`config.mk`:
```
export PLATFORM = sky130hd
export DESIGN_NAME = cbf_detector
export DESIGN_NICKNAME = d
export VERILOG_FILES = /design/src/cbf_pkg.sv /design/src/cbf_detector.sv /design/src/cbf_sync.sv
export SDC_FILE = /design/constraint.sdc
export NUM_CORES = 1
export LEC_CHECK = 0
export ABC_CLOCK_PERIOD_IN_PS = 9600
export BUFFER_PORTS_ARGS = -buffer_cell sky130_fd_sc_hd__buf_2
export CAP_MARGIN = 40
export CORE_UTILIZATION = 60
export DETAILED_ROUTE_END_ITERATION = 10
export PLACE_DENSITY_LB_ADDON = 0.15
export SYNTH_ARGS = -nofsm -noshare
export SYNTH_HDL_FRONTEND = slang
export SYNTH_SLANG_ARGS = --single-unit
```
`constraint.sdc`:
```
create_clock -name clk -period 9.6 [get_ports clk]
set_clock_uncertainty 0.05 [all_clocks]
set_input_delay 0.96 -clock clk [delete_from_list [all_inputs] [get_ports clk]]
set_output_delay 0.96 -clock clk [all_outputs]
set_load 0.02 [all_outputs]
```
`src/cbf_pkg.sv`:
```
// constants and types shared by the bus fault detector
package cbf_pkg;

   // ----------------------------------------------------------------
   // register map
   // ----------------------------------------------------------------
   localparam logic [7:0] CBF_ADDR_FLAGS   = 8'h54;
   localparam logic [7:0] CBF_ADDR_CLEAR   = 8'h55;
   localparam logic [7:0] CBF_ADDR_IRQ_EN  = 8'h56;
   localparam logic [7:0] CBF_ADDR_CTRL    = 8'h57;
   localparam logic [7:0] CBF_ADDR_COUNT   = 8'h58;

   localparam logic [7:0] CBF_FLAGS_RST    = 8'h00;
   localparam logic [7:0] CBF_IRQ_EN_RST   = 8'h00;
   localparam logic [7:0] CBF_CTRL_RST     = 8'h01;
   localparam logic [7:0] CBF_RDATA_IDLE   = 8'h00;
   localparam logic [7:0] CBF_FLAG_MASK    = 8'h7F;

   // ----------------------------------------------------------------
   // flag bit positions
   // ----------------------------------------------------------------
   localparam int CBF_NFLAG         = 7;
   localparam int CBF_BIT_BAT       = 0;
   localparam int CBF_BIT_GND       = 1;
   localparam int CBF_BIT_OPEN      = 2;
   localparam int CBF_BIT_L_GND     = 3;
   localparam int CBF_BIT_H_BAT     = 4;
   localparam int CBF_BIT_HL        = 5;
   localparam int CBF_BIT_TERM_HALF = 6;
   localparam int CBF_CTRL_EN_BIT   = 0;

   // ----------------------------------------------------------------
   // current sense comparator inputs
   // ----------------------------------------------------------------
   localparam int CBF_NSENSE        = 9;
   localparam int CBF_SNS_H_BAT     = 0;
   localparam int CBF_SNS_H_GND     = 1;
   localparam int CBF_SNS_L_BAT     = 2;
   localparam int CBF_SNS_L_GND     = 3;
   localparam int CBF_SNS_HL        = 4;
   localparam int CBF_SNS_H_OPEN    = 5;
   localparam int CBF_SNS_L_OPEN    = 6;
   localparam int CBF_SNS_LOAD_HALF = 7;
   localparam int CBF_SNS_LOAD_NONE = 8;

   // ----------------------------------------------------------------
   // timing
   // ----------------------------------------------------------------
   localparam int CBF_CLK_PERIOD_NS = 100;
   localparam int CBF_DOM_MIN_NS    = 2000;
   localparam int CBF_DOM_MIN_CYC   = (CBF_DOM_MIN_NS + CBF_CLK_PERIOD_NS - 1) / CBF_CLK_PERIOD_NS;
   localparam int CBF_DOM_CW        = 5;
   localparam logic [CBF_DOM_CW-1:0] CBF_DOM_MIN = CBF_DOM_MIN_CYC[CBF_DOM_CW-1:0];
   localparam int CBF_QUAL_CW       = 3;
   localparam logic [CBF_QUAL_CW-1:0] CBF_QUAL_EDGES = 3'h4;
   localparam int CBF_SYNC_W        = CBF_NSENSE + 1;

   // ----------------------------------------------------------------
   // bus level tracker
   // ----------------------------------------------------------------
   typedef enum logic [1:0] {
      CBF_ST_REC       = 2'b00,
      CBF_ST_DOM_SHORT = 2'b01,
      CBF_ST_DOM_LONG  = 2'b11
   } cbf_state_t;

endpackage : cbf_pkg

```
`src/cbf_detector.sv`:
```
// bus fault detector: level tracking, fault classification, qualification and registers
//
// Function
// RULE1: record after four long-dominant falling transitions
// RULE2: classify faults from wire current comparators
// RULE3: recorded fault sets its own status flag
// RULE4: half termination sets flag bit six
// RULE5: no termination counts as missing termination
// RULE6: wire short bit5, high-battery bit4, low-ground bit3
// RULE7: missing termination or open wire sets bit2
// RULE8: high or both to ground set bit1
// RULE9: low or both to battery set bit0
// RULE10: flags reset zero, sticky, cleared by write
`timescale 1ns/1ps
module cbf_detector
   import cbf_pkg::*;
(
   input  wire logic                  clk,
   input  wire logic                  srst,
   input  wire logic                  ce,
   input  wire logic                  bus_dominant,
   input  wire logic [CBF_NSENSE-1:0] wire_sense,
   input  wire logic [7:0]            reg_addr,
   input  wire logic [7:0]            reg_wdata,
   input  wire logic                  reg_wr,
   input  wire logic                  reg_rd,
   output logic      [7:0]            reg_rdata,
   output logic                       irq
);

   // ----------------------------------------------------------------
   // functions
   // ----------------------------------------------------------------
   // map one sense snapshot to the flag classes it indicates
   function automatic logic [CBF_NFLAG-1:0] classify(input logic [CBF_NSENSE-1:0] s);
      logic [CBF_NFLAG-1:0] f;
      logic                 open_any;
      f        = '0;
      open_any = s[CBF_SNS_LOAD_NONE] | s[CBF_SNS_H_OPEN] | s[CBF_SNS_L_OPEN];
      // RULE2 current based judgement
      f[CBF_BIT_HL]        = s[CBF_SNS_HL];
      // RULE6 separate short flags
      f[CBF_BIT_H_BAT]     = s[CBF_SNS_H_BAT] & ~s[CBF_SNS_L_BAT];
      f[CBF_BIT_L_GND]     = s[CBF_SNS_L_GND] & ~s[CBF_SNS_H_GND];
      // RULE7 opens share one flag
      f[CBF_BIT_OPEN]      = open_any;
      // RULE5 no termination is never half
      // RULE4 half termination flag
      f[CBF_BIT_TERM_HALF] = s[CBF_SNS_LOAD_HALF] & ~open_any;
      // RULE8 high or both to ground
      f[CBF_BIT_GND]       = s[CBF_SNS_H_GND];
      // RULE9 low or both to battery
      f[CBF_BIT_BAT]       = s[CBF_SNS_L_BAT];
      return f;
   endfunction : classify

   function automatic logic addr_hit(input logic [7:0] a, input logic [7:0] b);
      return a == b;
   endfunction : addr_hit

   // ----------------------------------------------------------------
   // input synchronisation
   // ----------------------------------------------------------------
   logic [CBF_SYNC_W-1:0] sync_vec;
   logic                  dom_s;
   logic [CBF_NSENSE-1:0] sense_s;

   cbf_sync #(
      .W        (CBF_SYNC_W)
   ) u_sync (
      .clk      (clk),
      .srst     (srst),
      .ce       (ce),
      .async_in ({bus_dominant, wire_sense}),
      .sync_out (sync_vec)
   );

   assign dom_s   = sync_vec[CBF_SYNC_W-1];
   assign sense_s = sync_vec[CBF_NSENSE-1:0];

   // ----------------------------------------------------------------
   // register file state
   // ----------------------------------------------------------------
   logic [CBF_NFLAG-1:0] flags_q, flags_d;
   logic [CBF_NFLAG-1:0] irq_en_q, irq_en_d;
   logic                 det_en_q, det_en_d;
   logic [7:0]           rdata_q, rdata_d;

   // ----------------------------------------------------------------
   // dominant bit tracker
   // ----------------------------------------------------------------
   cbf_state_t            st_q, st_d;
   logic [CBF_DOM_CW-1:0] dom_cnt_q, dom_cnt_d;
   logic [CBF_NSENSE-1:0] hold_q, hold_d;
   logic                  qual_edge;

   always_comb begin
      st_d      = st_q;
      dom_cnt_d = dom_cnt_q;
      hold_d    = hold_q;
      qual_edge = 1'b0;
      case (st_q)
         CBF_ST_REC: begin
            if (dom_s) begin
               st_d      = CBF_ST_DOM_SHORT;
               dom_cnt_d = {{(CBF_DOM_CW-1){1'b0}}, 1'b1};
               hold_d    = sense_s;
            end
         end
         CBF_ST_DOM_SHORT: begin
            if (!dom_s) begin
               st_d = CBF_ST_REC;
            end else begin
               hold_d    = sense_s;
               dom_cnt_d = dom_cnt_q + {{(CBF_DOM_CW-1){1'b0}}, 1'b1};
               // RULE1 dominant must last the minimum time
               if (dom_cnt_d >= CBF_DOM_MIN) begin
                  st_d = CBF_ST_DOM_LONG;
               end
            end
         end
         CBF_ST_DOM_LONG: begin
            if (!dom_s) begin
               st_d      = CBF_ST_REC;
               qual_edge = 1'b1;
            end else begin
               hold_d = sense_s;
            end
         end
         default: begin
            st_d      = CBF_ST_REC;
            dom_cnt_d = '0;
         end
      endcase
   end

   always_ff @(posedge clk) begin
      if (srst) begin
         st_q      <= CBF_ST_REC;
         dom_cnt_q <= '0;
         hold_q    <= '0;
      end else if (ce) begin
         st_q      <= st_d;
         dom_cnt_q <= dom_cnt_d;
         hold_q    <= hold_d;
      end
   end

   // ----------------------------------------------------------------
   // fault qualification
   // ----------------------------------------------------------------
   logic [CBF_NFLAG-1:0]   seen;
   logic [CBF_NFLAG-1:0]   fault_set;
   logic [CBF_QUAL_CW-1:0] qcnt_q [CBF_NFLAG];
   logic [CBF_QUAL_CW-1:0] qcnt_d [CBF_NFLAG];

   assign seen = classify(hold_q);

   always_comb begin
      fault_set = '0;
      for (int i = 0; i < CBF_NFLAG; i++) begin
         qcnt_d[i] = qcnt_q[i];
         if (!det_en_q) begin
            qcnt_d[i] = '0;
         end else if (qual_edge) begin
            // RULE1 count successive qualifying transitions
            if (!seen[i]) begin
               qcnt_d[i] = '0;
            end else if (qcnt_q[i] + 3'h1 >= CBF_QUAL_EDGES) begin
               qcnt_d[i]    = '0;
               fault_set[i] = 1'b1;
            end else begin
               qcnt_d[i] = qcnt_q[i] + 3'h1;
            end
         end
      end
   end

   always_ff @(posedge clk) begin
      for (int i = 0; i < CBF_NFLAG; i++) begin
         if (srst) begin
            qcnt_q[i] <= '0;
         end else if (ce) begin
            qcnt_q[i] <= qcnt_d[i];
         end
      end
   end

   // ----------------------------------------------------------------
   // register access
   // ----------------------------------------------------------------
   logic [CBF_NFLAG-1:0] clr_mask;
   logic [CBF_QUAL_CW-1:0] max_cnt;

   always_comb begin
      max_cnt = '0;
      for (int i = 0; i < CBF_NFLAG; i++) begin
         if (qcnt_q[i] > max_cnt) begin
            max_cnt = qcnt_q[i];
         end
      end
   end

   always_comb begin
      clr_mask = '0;
      if (reg_wr && (addr_hit(reg_addr, CBF_ADDR_FLAGS) || addr_hit(reg_addr, CBF_ADDR_CLEAR))) begin
         clr_mask = reg_wdata[CBF_NFLAG-1:0];
      end
   end

   always_comb begin
      irq_en_d = irq_en_q;
      det_en_d = det_en_q;
      if (reg_wr && addr_hit(reg_addr, CBF_ADDR_IRQ_EN)) begin
         irq_en_d = reg_wdata[CBF_NFLAG-1:0];
      end
      if (reg_wr && addr_hit(reg_addr, CBF_ADDR_CTRL)) begin
         det_en_d = reg_wdata[CBF_CTRL_EN_BIT];
      end
      // RULE10 sticky until written, new fault beats the clear
      // RULE3 recorded fault sets its own flag
      flags_d = (flags_q & ~clr_mask) | fault_set;
   end

   always_comb begin
      rdata_d = CBF_RDATA_IDLE;
      if (reg_rd) begin
         case (reg_addr)
            // RULE10 reserved top bit reads zero
            CBF_ADDR_FLAGS:  rdata_d = {1'b0, flags_q} & CBF_FLAG_MASK;
            CBF_ADDR_IRQ_EN: rdata_d = {1'b0, irq_en_q};
            CBF_ADDR_CTRL:   rdata_d = {7'h00, det_en_q};
            CBF_ADDR_COUNT:  rdata_d = {3'h0, st_q, max_cnt};
            default:         rdata_d = CBF_RDATA_IDLE;
         endcase
      end
   end

   always_ff @(posedge clk) begin
      if (srst) begin
         flags_q  <= CBF_FLAGS_RST[CBF_NFLAG-1:0];
         irq_en_q <= CBF_IRQ_EN_RST[CBF_NFLAG-1:0];
         det_en_q <= CBF_CTRL_RST[CBF_CTRL_EN_BIT];
         rdata_q  <= CBF_RDATA_IDLE;
      end else if (ce) begin
         flags_q  <= flags_d;
         irq_en_q <= irq_en_d;
         det_en_q <= det_en_d;
         rdata_q  <= rdata_d;
      end
   end

   // ----------------------------------------------------------------
   // outputs
   // ----------------------------------------------------------------
   assign reg_rdata = rdata_q;
   assign irq       = |(flags_q & irq_en_q);

endmodule : cbf_detector

```
`src/cbf_sync.sv`:
```
// three-stage input synchroniser that accepts a change once stages two and three agree
`timescale 1ns/1ps
module cbf_sync #(
   parameter int W = 1
) (
   input  wire logic         clk,
   input  wire logic         srst,
   input  wire logic         ce,
   input  wire logic [W-1:0] async_in,
   output logic      [W-1:0] sync_out
);

   logic [W-1:0] s1_q, s2_q, s3_q, out_q;
   logic [W-1:0] s1_d, s2_d, s3_d, out_d;

   // ----------------------------------------------------------------
   // next values
   // ----------------------------------------------------------------
   always_comb begin
      s1_d  = async_in;
      s2_d  = s1_q;
      s3_d  = s2_q;
      out_d = out_q;
      for (int i = 0; i < W; i++) begin
         if (s2_q[i] == s3_q[i]) begin
            out_d[i] = s3_q[i];
         end
      end
   end

   // ----------------------------------------------------------------
   // registers
   // ----------------------------------------------------------------
   always_ff @(posedge clk) begin
      if (srst) begin
         s1_q  <= '0;
         s2_q  <= '0;
         s3_q  <= '0;
         out_q <= '0;
      end else if (ce) begin
         s1_q  <= s1_d;
         s2_q  <= s2_d;
         s3_q  <= s3_d;
         out_q <= out_d;
      end
   end

   assign sync_out = out_q;

endmodule : cbf_sync

```
==> flow_summary.yaml, run 1 <==
clock_tree:
  cts_root_buf: "clkbuf_8"
  cts_tree: "done"
  cts_resized: 0
  cts.sinks: 99
  cts_made_buffers: 9
  ctsHoldBuffers: 0
  clkTransAtPathRegs_ns: 0.10
  clock_latency_ns: 0.37
  cts.htree.levels: 3
  post_cts_buffers: 0
  max-clock-path-buffers: 2
logic_synthesis:
  synth_edf_count: 21
  yosysUniqueCellTypes: 54
  synth-seq-area-share_pct: 43.4
  ys_warn_count: 0
  ys.flop_type: "dfxtp_1"
  synth_area_sq_um: 5050
  synth_cells: 551
  yosys.area.top_type: "dfxtp_1"
  synthTopCellsByArea: "dfxtp_1 (31%), edfxtp_1 (12%), mux2i_1 (11%), ha_1 (8.4%), nor2_1 (6.3%)"
  synth_seq_cells: 99
  avgSynthCellArea_sq_um: 9.16
  postSynth.asyncResetShare_pct: 0
  synth_top_cell_area_share_pct: 30.9
floorplanning:
  core-area_sq_um: 8180
  fp.dieH_um: 93.7
  io_pins: 40
  row_count: 33
  dieArea_sq_um: 8780
  initial_core_util_pct: 61.7
  die_x_um: 93.7
critical_path:
  r2r-end: "reg_rdata[0]$_SDFFE_PP0P_"
  r2r_cells: 38
  rrSetupSlack_ns: 1.71
  crit_top_cell: "ha_1"
  slowest_stage: "a32oi_1"
  crit_arrival_ns: 8.09
  r2r-start: "qcnt_q[0][0]$_SDFFCE_PP0P_"
  cpPeakStageDelay_ns: 0.50
  startpoint: "qcnt_q[0][0]$_SDFFCE_PP0P_"
  critical_path.max_fanout: 8
  required_ns: 9.80
  worstSetupPathType: "reg2reg"
  cp-endpoint: "reg_rdata[0]$_SDFFE_PP0P_"
  startpoint_type: "flop"
  worst_setup_path_end_kind: "flop"
global_routing:
  grt_pass1_wl_um: 17200
  grt-ovfl-total: 0
  grt_start_max_net_pins: 86
  track_usage_pct: 25.2
  grt_pass1_vias: 3853
  antenna_found_initial: 0
timing:
  finalMaxSlewViolations: 0
  finalSetupViolations: 0
  min_period_ns: 7.89
  slew-limit-headroom_pct: 43.5
  fin_ws_ns: 1.71
  finalHoldViolCount: 0
  rsz0062_at_grt: "no"
  worstMarginPinSlew_ns: 0.847
  finalCritPeriodShare_pct: 82.1
  finalSetupTns_ns: 0
  max_freq_mhz: 127
layout:
  antenna_cells: 0
  layout-drive-gt1-share_pct: 11.2
  area_growth_pct: 9.17
  fin_nets: 649
  n_fill_cell: 675
place:
  port_buffers: 37
  dp_hpwl_um: 7510
  gp_congestion: 0.824
  dp_slack_ns: 1.78
drt:
  drtIter0Drc: 202
  drt_pass1_iterations: 4
  antenna_left: 0
  via_count: 3984
  post_drt_wl_per_cell_um: 15.0
  route.detailed.drc: 0
  vias_per_cell: 5.74
  wl_um: 10400
min_path:
  hold_path.class: "reg2reg"
  hold_start: "u_sync.s3_q[6]$_SDFFE_PP0P_"
  hold_depth: 2
job:
  max_cap_violations: 0
power:
  pwr_density_cell_nw_per_um2: 159
  p_leak_uw: 0.00233
  ir_drop_mv: 0.105
outcome:
  outcome: "finished, final reports clean"
sequential cells by signal, indices dropped and copies added, names as in the netlist:
signal and cells:
u_sync.s1_q 10, u_sync.sync_out 10, det_en_q 1, flags_q 7
hold_q 9, dom_cnt_q 5, u_sync.s2_q 10, irq_en_q 7
st_q 2, u_sync.s3_q 10, reg_rdata 7, qcnt_q 21
critical path: cells and delay by family (launching register included):
family          cells  cell delay (ns)
compound gates     15             3.38
fa+ha+maj           7             1.56
buf+inv             3             0.21
flops               1             0.41
mux                 2             0.72
simple gates       11             1.45
Yosys cell counts, types with 7 or more instances:
master and number:
a21o_1 15, nand3_1 12, dfxtp_1 78, nor3_1 7, nand2_1 42, edfxtp_1 21, inv_1 27, o21ai_0 26
nor2_1 85, a22oi_1 8, mux2i_1 53, ha_1 34, clkbuf_1 16, nor4_1 8, a21oi_1 27
cell families (layout without fill, tap and decap cells):
group                      count (synthesis)  after routing  synth area share (%)
and+or+nand+nor                          190            190                  17.5
AOI/OAI and AO/OA                        116            116                  14.7
DFF                                       99             99                  43.4
muxes                                     56             56                  11.2
buffers and inverters                     51             85                  3.99
adders and majority gates                 34             34                  8.43
xor gates and xnor gates                   4              4                 0.694
other                                      1              5                0.0743
where the power goes:
group	total (uW)	switching, uW	internal [uW]
sequential	440	6.98	433
clock	273	150	123
combinational	163	97.6	65.6
cell type report:
cell class                      instances  area (sq um)  area share (%)
Inverter                               28           105            1.91
Multi-Input combinational cell        405          2670            48.4
Clock inverter                          6          70.1            1.27
Sequential cell                        99          2190            39.8
Tap cell                              105           131            2.38
Timing Repair Buffer                   41           215            3.91
Clock buffer                           10           128            2.32
layer usage:
layer  vias to the layer above  GRT usage, %  part of all wire [%]
met5                         -             0                     0
met1                      1856          30.3                    44
met3                        17          5.50                   4.6
met2                        81          44.4                    49
li1                       2030             -                     -
met4                         0          8.46                   1.8
stage by stage:
step                hold slack [ns]  power [uW]  instances  area, sq um  utilization [%]
global route                  0.440         923        694         5510             67.4
global placement              0.392         603        677         5310             64.9
finish                        0.420         876        694         5510             67.4
CTS                           0.418         880        694         5510             67.4
detailed placement            0.401         613        678         5310             65.0
floorplan                     0.386         571        555         5060                -
cell usage in the layout, fill, tap and decap left out, types with 5 or more instances in the layout:
cell type,netlist,routed
o21ai_0,26,26
dfxtp_1,78,78
nand3b_1,5,5
a21o_1,15,15
nor3_1,7,7
ha_1,34,34
nand2_1,42,42
buf_2,5,37
clkbuf_8,0,9
o31ai_1,5,5
nor2_1,85,85
a22oi_1,8,8
a21oi_1,27,27
edfxtp_1,21,21
mux2i_1,53,53
or3_1,5,5
nand3_1,12,12
nor4_1,8,8
conb_1,1,5
o211ai_1,5,5
a32oi_1,5,5
inv_1,27,27
worst min-delay path by stage:
stage | end | slack (ns)
2_1_floorplan | u_sync.sync_out[6]$_SDFFE_PP0P_ | 0.39
3_3_place_gp | u_sync.sync_out[8]$_SDFFE_PP0P_ | 0.39
3_5_place_dp | u_sync.sync_out[6]$_SDFFE_PP0P_ | 0.40
4_1_cts | u_sync.sync_out[6]$_SDFFE_PP0P_ | 0.42
5_1_grt | u_sync.sync_out[8]$_SDFFE_PP0P_ | 0.44
6_report | u_sync.sync_out[6]$_SDFFE_PP0P_ | 0.42
Note: power is estimated with default switching activity, not from simulation.
==> run 2, diff against run 1 <==
--- a/config.mk
+++ b/config.mk
@@ -5,7 +5,7 @@
 export SDC_FILE = /design/constraint.sdc
 export NUM_CORES = 1
 export LEC_CHECK = 0
-export ABC_CLOCK_PERIOD_IN_PS = 9600
+export ABC_CLOCK_PERIOD_IN_PS = 7850
 export BUFFER_PORTS_ARGS = -buffer_cell sky130_fd_sc_hd__buf_2
 export CAP_MARGIN = 40
 export CORE_UTILIZATION = 60
==> constraint.sdc (replaced) <==
create_clock -name clk -period 7.85 [get_ports clk]
set_clock_uncertainty 0.05 [all_clocks]
set_input_delay 0.785 -clock clk [delete_from_list [all_inputs] [get_ports clk]]
set_output_delay 0.785 -clock clk [all_outputs]
set_load 0.02 [all_outputs]
==> flow_summary.yaml, run 2 (synthesis results as in run 1) <==
outcome:
  outcome: "finished, final reports clean"
layout:
  layout_commonest_cell: "nor2_1"
  fin_nets: 651
  utilization_pct: 67.9
  area_growth_pct: 9.92
  regMostFlops: "qcnt_q"
  final_cell_mix: "nor2_1 (85), dfxtp_1 (78), mux2i_1 (52)"
  antenna_cells: 0
  layout-drive-gt1-share_pct: 12.4
  n_fill_cell: 698
  largest_reg_flops: 21
place:
  port_buffers: 37
  gp_congestion: 0.807
  dp_slack_ns: 0.250
  dp_hpwl_um: 7410
drt:
  antenna_left: 0
  vias_per_cell: 5.75
  wl_um: 10300
  drt_pass1_iterations: 5
  route.detailed.drc: 0
  via_count: 4000
  drtIter0Drc: 216
  post_drt_wl_per_cell_um: 14.8
power:
  pwr_density_cell_nw_per_um2: 196
  p_total_uw: 1090
  p_leak_uw: 0.00234
  ir_drop_mv: 0.130
critical_path:
  cpPeakStageDelay_ns: 0.41
  cp-endpoint: "reg_rdata[0]$_SDFFE_PP0P_"
  crit_top_cell: "ha_1"
  slowest_stage: "edfxtp_1"
  r2r-start: "qcnt_q[0][0]$_SDFFCE_PP0P_"
  startpoint_type: "flop"
  rrSetupSlack_ns: 0.53
  crit_arrival_ns: 7.52
  required_ns: 8.05
  critical_path.max_fanout: 8
  startpoint: "qcnt_q[0][0]$_SDFFCE_PP0P_"
  r2r-end: "reg_rdata[0]$_SDFFE_PP0P_"
  r2r_cells: 38
  worstSetupPathType: "reg2reg"
  worst_setup_path_end_kind: "flop"
floorplanning:
  io_pins: 40
  dieArea_sq_um: 8780
  die_x_um: 93.7
  row_count: 33
  fp.dieH_um: 93.7
  core-area_sq_um: 8180
  initial_core_util_pct: 61.7
clock_tree:
  cts_made_buffers: 9
  max-clock-path-buffers: 2
  ctsHoldBuffers: 0
  cts.sinks: 99
  clkTransAtPathRegs_ns: 0.10
  cts_tree: "done"
  cts.htree.levels: 3
  clock_latency_ns: 0.36
  cts_root_buf: "clkbuf_8"
global_routing:
  grt_start_max_net_pins: 86
  grt-ovfl-total: 0
  grt_pass1_wl_um: 16900
  grt_pass1_vias: 3779
  antenna_found_initial: 0
  track_usage_pct: 24.6
timing:
  fin_ws_ns: 0.526
  finalSetupTns_ns: 0
  finalHoldViolCount: 0
  slew-limit-headroom_pct: 45.6
  finalSetupViolations: 0
  worstMarginPinSlew_ns: 0.816
  max_freq_mhz: 137
  finalMaxSlewViolations: 0
  finalCritPeriodShare_pct: 93.3
  min_period_ns: 7.32
  hold_ws_ns: 0.425
min_path:
  hold_path.class: "reg2reg"
job:
  max_cap_violations: 0
## run 2: critical path: cells and delay by family (launching register included)
family	cells	cell delay [ns]
adders and majority gates	7	1.67
AOI/OAI and AO/OA	15	2.68
muxes	2	0.63
DFF	1	0.41
buffers and inverters	3	0.21
and+or+nand+nor	11	1.54
## run 2: area by class of cell
| type | count | area [sq um] | share of cell area [%] |
|---|---|---|---|
| Tap cell | 105 | 131 | 2.37 |
| Clock buffer | 9 | 124 | 2.23 |
| Multi-Input combinational cell | 405 | 2690 | 48.6 |
| Inverter | 28 | 105 | 1.89 |
| Timing Repair Buffer | 43 | 230 | 4.15 |
| Sequential cell | 99 | 2190 | 39.5 |
| Clock inverter | 7 | 71.3 | 1.29 |
## run 2: stage by stage
| step | instance area [sq um] | std cells |
|---|---|---|
| after floorplan | 5060 | 555 |
| after CTS | 5520 | 695 |
| final | 5550 | 696 |
| after global routing | 5550 | 696 |
| after detailed placement | 5320 | 679 |
| after global placement | 5310 | 678 |
## run 2: worst min-delay path by stage
stage                                            from                              end  cells after the start
final                     u_sync.s2_q[4]$_SDFFE_PP0P_  u_sync.sync_out[4]$_SDFFE_PP0P_                      2
after global routing      u_sync.s3_q[7]$_SDFFE_PP0P_  u_sync.sync_out[7]$_SDFFE_PP0P_                      2
after CTS                 u_sync.s3_q[6]$_SDFFE_PP0P_  u_sync.sync_out[6]$_SDFFE_PP0P_                      2
after detailed placement  u_sync.s3_q[6]$_SDFFE_PP0P_  u_sync.sync_out[6]$_SDFFE_PP0P_                      2
after global placement    u_sync.s3_q[8]$_SDFFE_PP0P_  u_sync.sync_out[8]$_SDFFE_PP0P_                      2
after floorplan           u_sync.s3_q[6]$_SDFFE_PP0P_  u_sync.sync_out[6]$_SDFFE_PP0P_                      2
## run 2: power breakdown
group	switching, uW	internal [uW]	total, uW	leakage [uW]
clock	180	149	329	0.0000985
combinational	127	91.9	219	0.00140
sequential	8.78	529	538	0.000846
total	315	770	1090	0.00234
## run 2: routing by layer
layer / vias to the layer above / global-route usage, % / wire length [um]
li1: 2022 / - / -
met1: 1887 / 30.7 / 4680
met4: 0 / 10.1 / 226
met2: 71 / 42.7 / 5130
met5: - / 0 / 0
met3: 20 / 3.07 / 263
## run 2: timing repair
action	CTS	global route
buffers inserted	0	1
endpoints found under the setup margin	0	3
gates resized for setup	0	7
==> run 3, diff against run 2 <==
==> constraint.sdc (replaced) <==
create_clock -name clk -period 7.85 [get_ports clk]
set_clock_uncertainty 0.05 [all_clocks]
set_input_delay 2.355 -clock clk [delete_from_list [all_inputs] [get_ports clk]]
set_output_delay 2.355 -clock clk [all_outputs]
set_load 0.02 [all_outputs]
==> flow_summary.yaml, run 3 (synthesis results as in run 1) <==
outcome:
  outcome: "finished, final reports clean"
drt:
  drt_pass1_iterations: 5
  drtIter0Drc: 250
  route.detailed.drc: 0
  via_count: 3976
  antenna_left: 0
  post_drt_wl_per_cell_um: 15.2
  wl_um: 10600
  vias_per_cell: 5.70
critical_path:
  slowest_stage: "edfxtp_1"
  startpoint: "qcnt_q[0][0]$_SDFFCE_PP0P_"
  worst_setup_path_end_kind: "flop"
  critical_path.max_fanout: 8
  crit_top_cell: "ha_1"
  rrSetupSlack_ns: 0.45
  required_ns: 8.04
  r2r-start: "qcnt_q[0][0]$_SDFFCE_PP0P_"
  startpoint_type: "flop"
  crit_arrival_ns: 7.59
  r2r_cells: 37
  cp-endpoint: "reg_rdata[0]$_SDFFE_PP0P_"
  r2r-end: "reg_rdata[0]$_SDFFE_PP0P_"
  worstSetupPathType: "reg2reg"
  cpPeakStageDelay_ns: 0.41
layout:
  fin_nets: 652
  antenna_cells: 0
  layout-drive-gt1-share_pct: 12.7
  final_cell_mix: "nor2_1 (85), dfxtp_1 (78), mux2i_1 (52)"
  layout_commonest_cell: "nor2_1"
  n_fill_cell: 669
  regMostFlops: "qcnt_q"
  area_growth_pct: 10.1
  largest_reg_flops: 21
  utilization_pct: 68.0
clock_tree:
  cts_root_buf: "clkbuf_8"
  clkTransAtPathRegs_ns: 0.10
  cts_made_buffers: 9
  cts_tree: "done"
  max-clock-path-buffers: 2
  ctsHoldBuffers: 0
  cts.sinks: 99
  cts.htree.levels: 3
  clock_latency_ns: 0.36
global_routing:
  grt-ovfl-total: 0
  grt_pass1_vias: 3816
  grt_start_max_net_pins: 86
  grt_pass1_wl_um: 17400
  antenna_found_initial: 0
  track_usage_pct: 25.2
min_path:
  hold_path.class: "reg2reg"
  hold_depth: 2
  hold_start: "u_sync.s3_q[7]$_SDFFE_PP0P_"
floorplanning:
  row_count: 33
  dieArea_sq_um: 8780
  initial_core_util_pct: 61.7
  die_x_um: 93.7
  core-area_sq_um: 8180
  fp.dieH_um: 93.7
  io_pins: 40
timing:
  slew-limit-headroom_pct: 44.6
  min_period_ns: 7.40
  max_freq_mhz: 135
  finalSetupViolations: 0
  finalHoldViolCount: 0
  worstMarginPinSlew_ns: 0.832
  finalMaxSlewViolations: 0
  finalCritPeriodShare_pct: 94.2
power:
  p_leak_uw: 0.00234
  p_total_uw: 1080
  ir_drop_mv: 0.127
  pwr_density_cell_nw_per_um2: 195
job:
  max_cap_violations: 0
place:
  dp_hpwl_um: 7560
  port_buffers: 37
  gp_congestion: 0.819
-- run 3: changes by cell type in the layout (fill, tap and decap cells not counted), sizes merged --
cell      before  now
clkbuf         9   11
inv           31   29
buf           43   44
bufinv         1    0
clkinvlp       1    2
-- run 3: cell type report --
type | instances | area (sq um) | share of cell area (%)
multi-input combinational | 405 | 2700 | 48.5
clock buffer | 11 | 153 | 2.75
tap | 105 | 131 | 2.36
sequential | 99 | 2190 | 39.4
timing repair buffer | 44 | 238 | 4.28
inverter | 28 | 105 | 1.89
clock inverter | 5 | 41.3 | 0.743
-- run 3: worst min path at each step --
stage / end
finish: u_sync.sync_out[7]$_SDFFE_PP0P_
global route: u_sync.sync_out[6]$_SDFFE_PP0P_
CTS: u_sync.sync_out[7]$_SDFFE_PP0P_
detailed placement: u_sync.sync_out[7]$_SDFFE_PP0P_
global placement: u_sync.sync_out[8]$_SDFFE_PP0P_
floorplan: u_sync.sync_out[6]$_SDFFE_PP0P_
-- run 3: worst max-delay path: cells and delay by family (launching register included) --
family	cells	cell delay [ns]
AOI/OAI and AO/OA	13	2.28
adders and majority gates	7	1.81
buffers and inverters	2	0.13
DFF	1	0.41
muxes	2	0.69
and+or+nand+nor	13	1.91
-- run 3: timing repair --
| action | in CTS | in global routing |
|---|---|---|
| resized for setup | 0 | 7 |
| setup buffers | 0 | 2 |
| endpoints found under the setup margin | 0 | 3 |
-- run 3: where the power goes --
part	leakage, uW	switching [uW]	internal (uW)
clock	0.0000917	182	138
combinational	0.00141	130	95.5
sequential	0.000846	8.70	529
-- run 3: layer usage --
metal	global-route usage, %	vias up	share of wire (%)
met5	0	-	0
met4	7.31	0	1.5
met3	4.05	12	3.4
met2	44.9	71	50
met1	31.4	1878	45
li1	-	2015	-
-- run 3: through the flow --
| step | setup slack, ns | area [sq um] | TNS (ns) | hold WS [ns] | std cells |
|---|---|---|---|---|---|
| floorplan | 1.08 | 5060 | 0 | 0.386 | 555 |
| global placement | 0.454 | 5310 | 0 | 0.393 | 678 |
| detailed placement | 0.233 | 5320 | 0 | 0.399 | 679 |
| CTS | 0.187 | 5510 | 0 | 0.416 | 695 |
| global route | -0.0946 | 5560 | -0.157 | 0.441 | 697 |
| finish | 0.452 | 5560 | 0 | 0.416 | 697 |
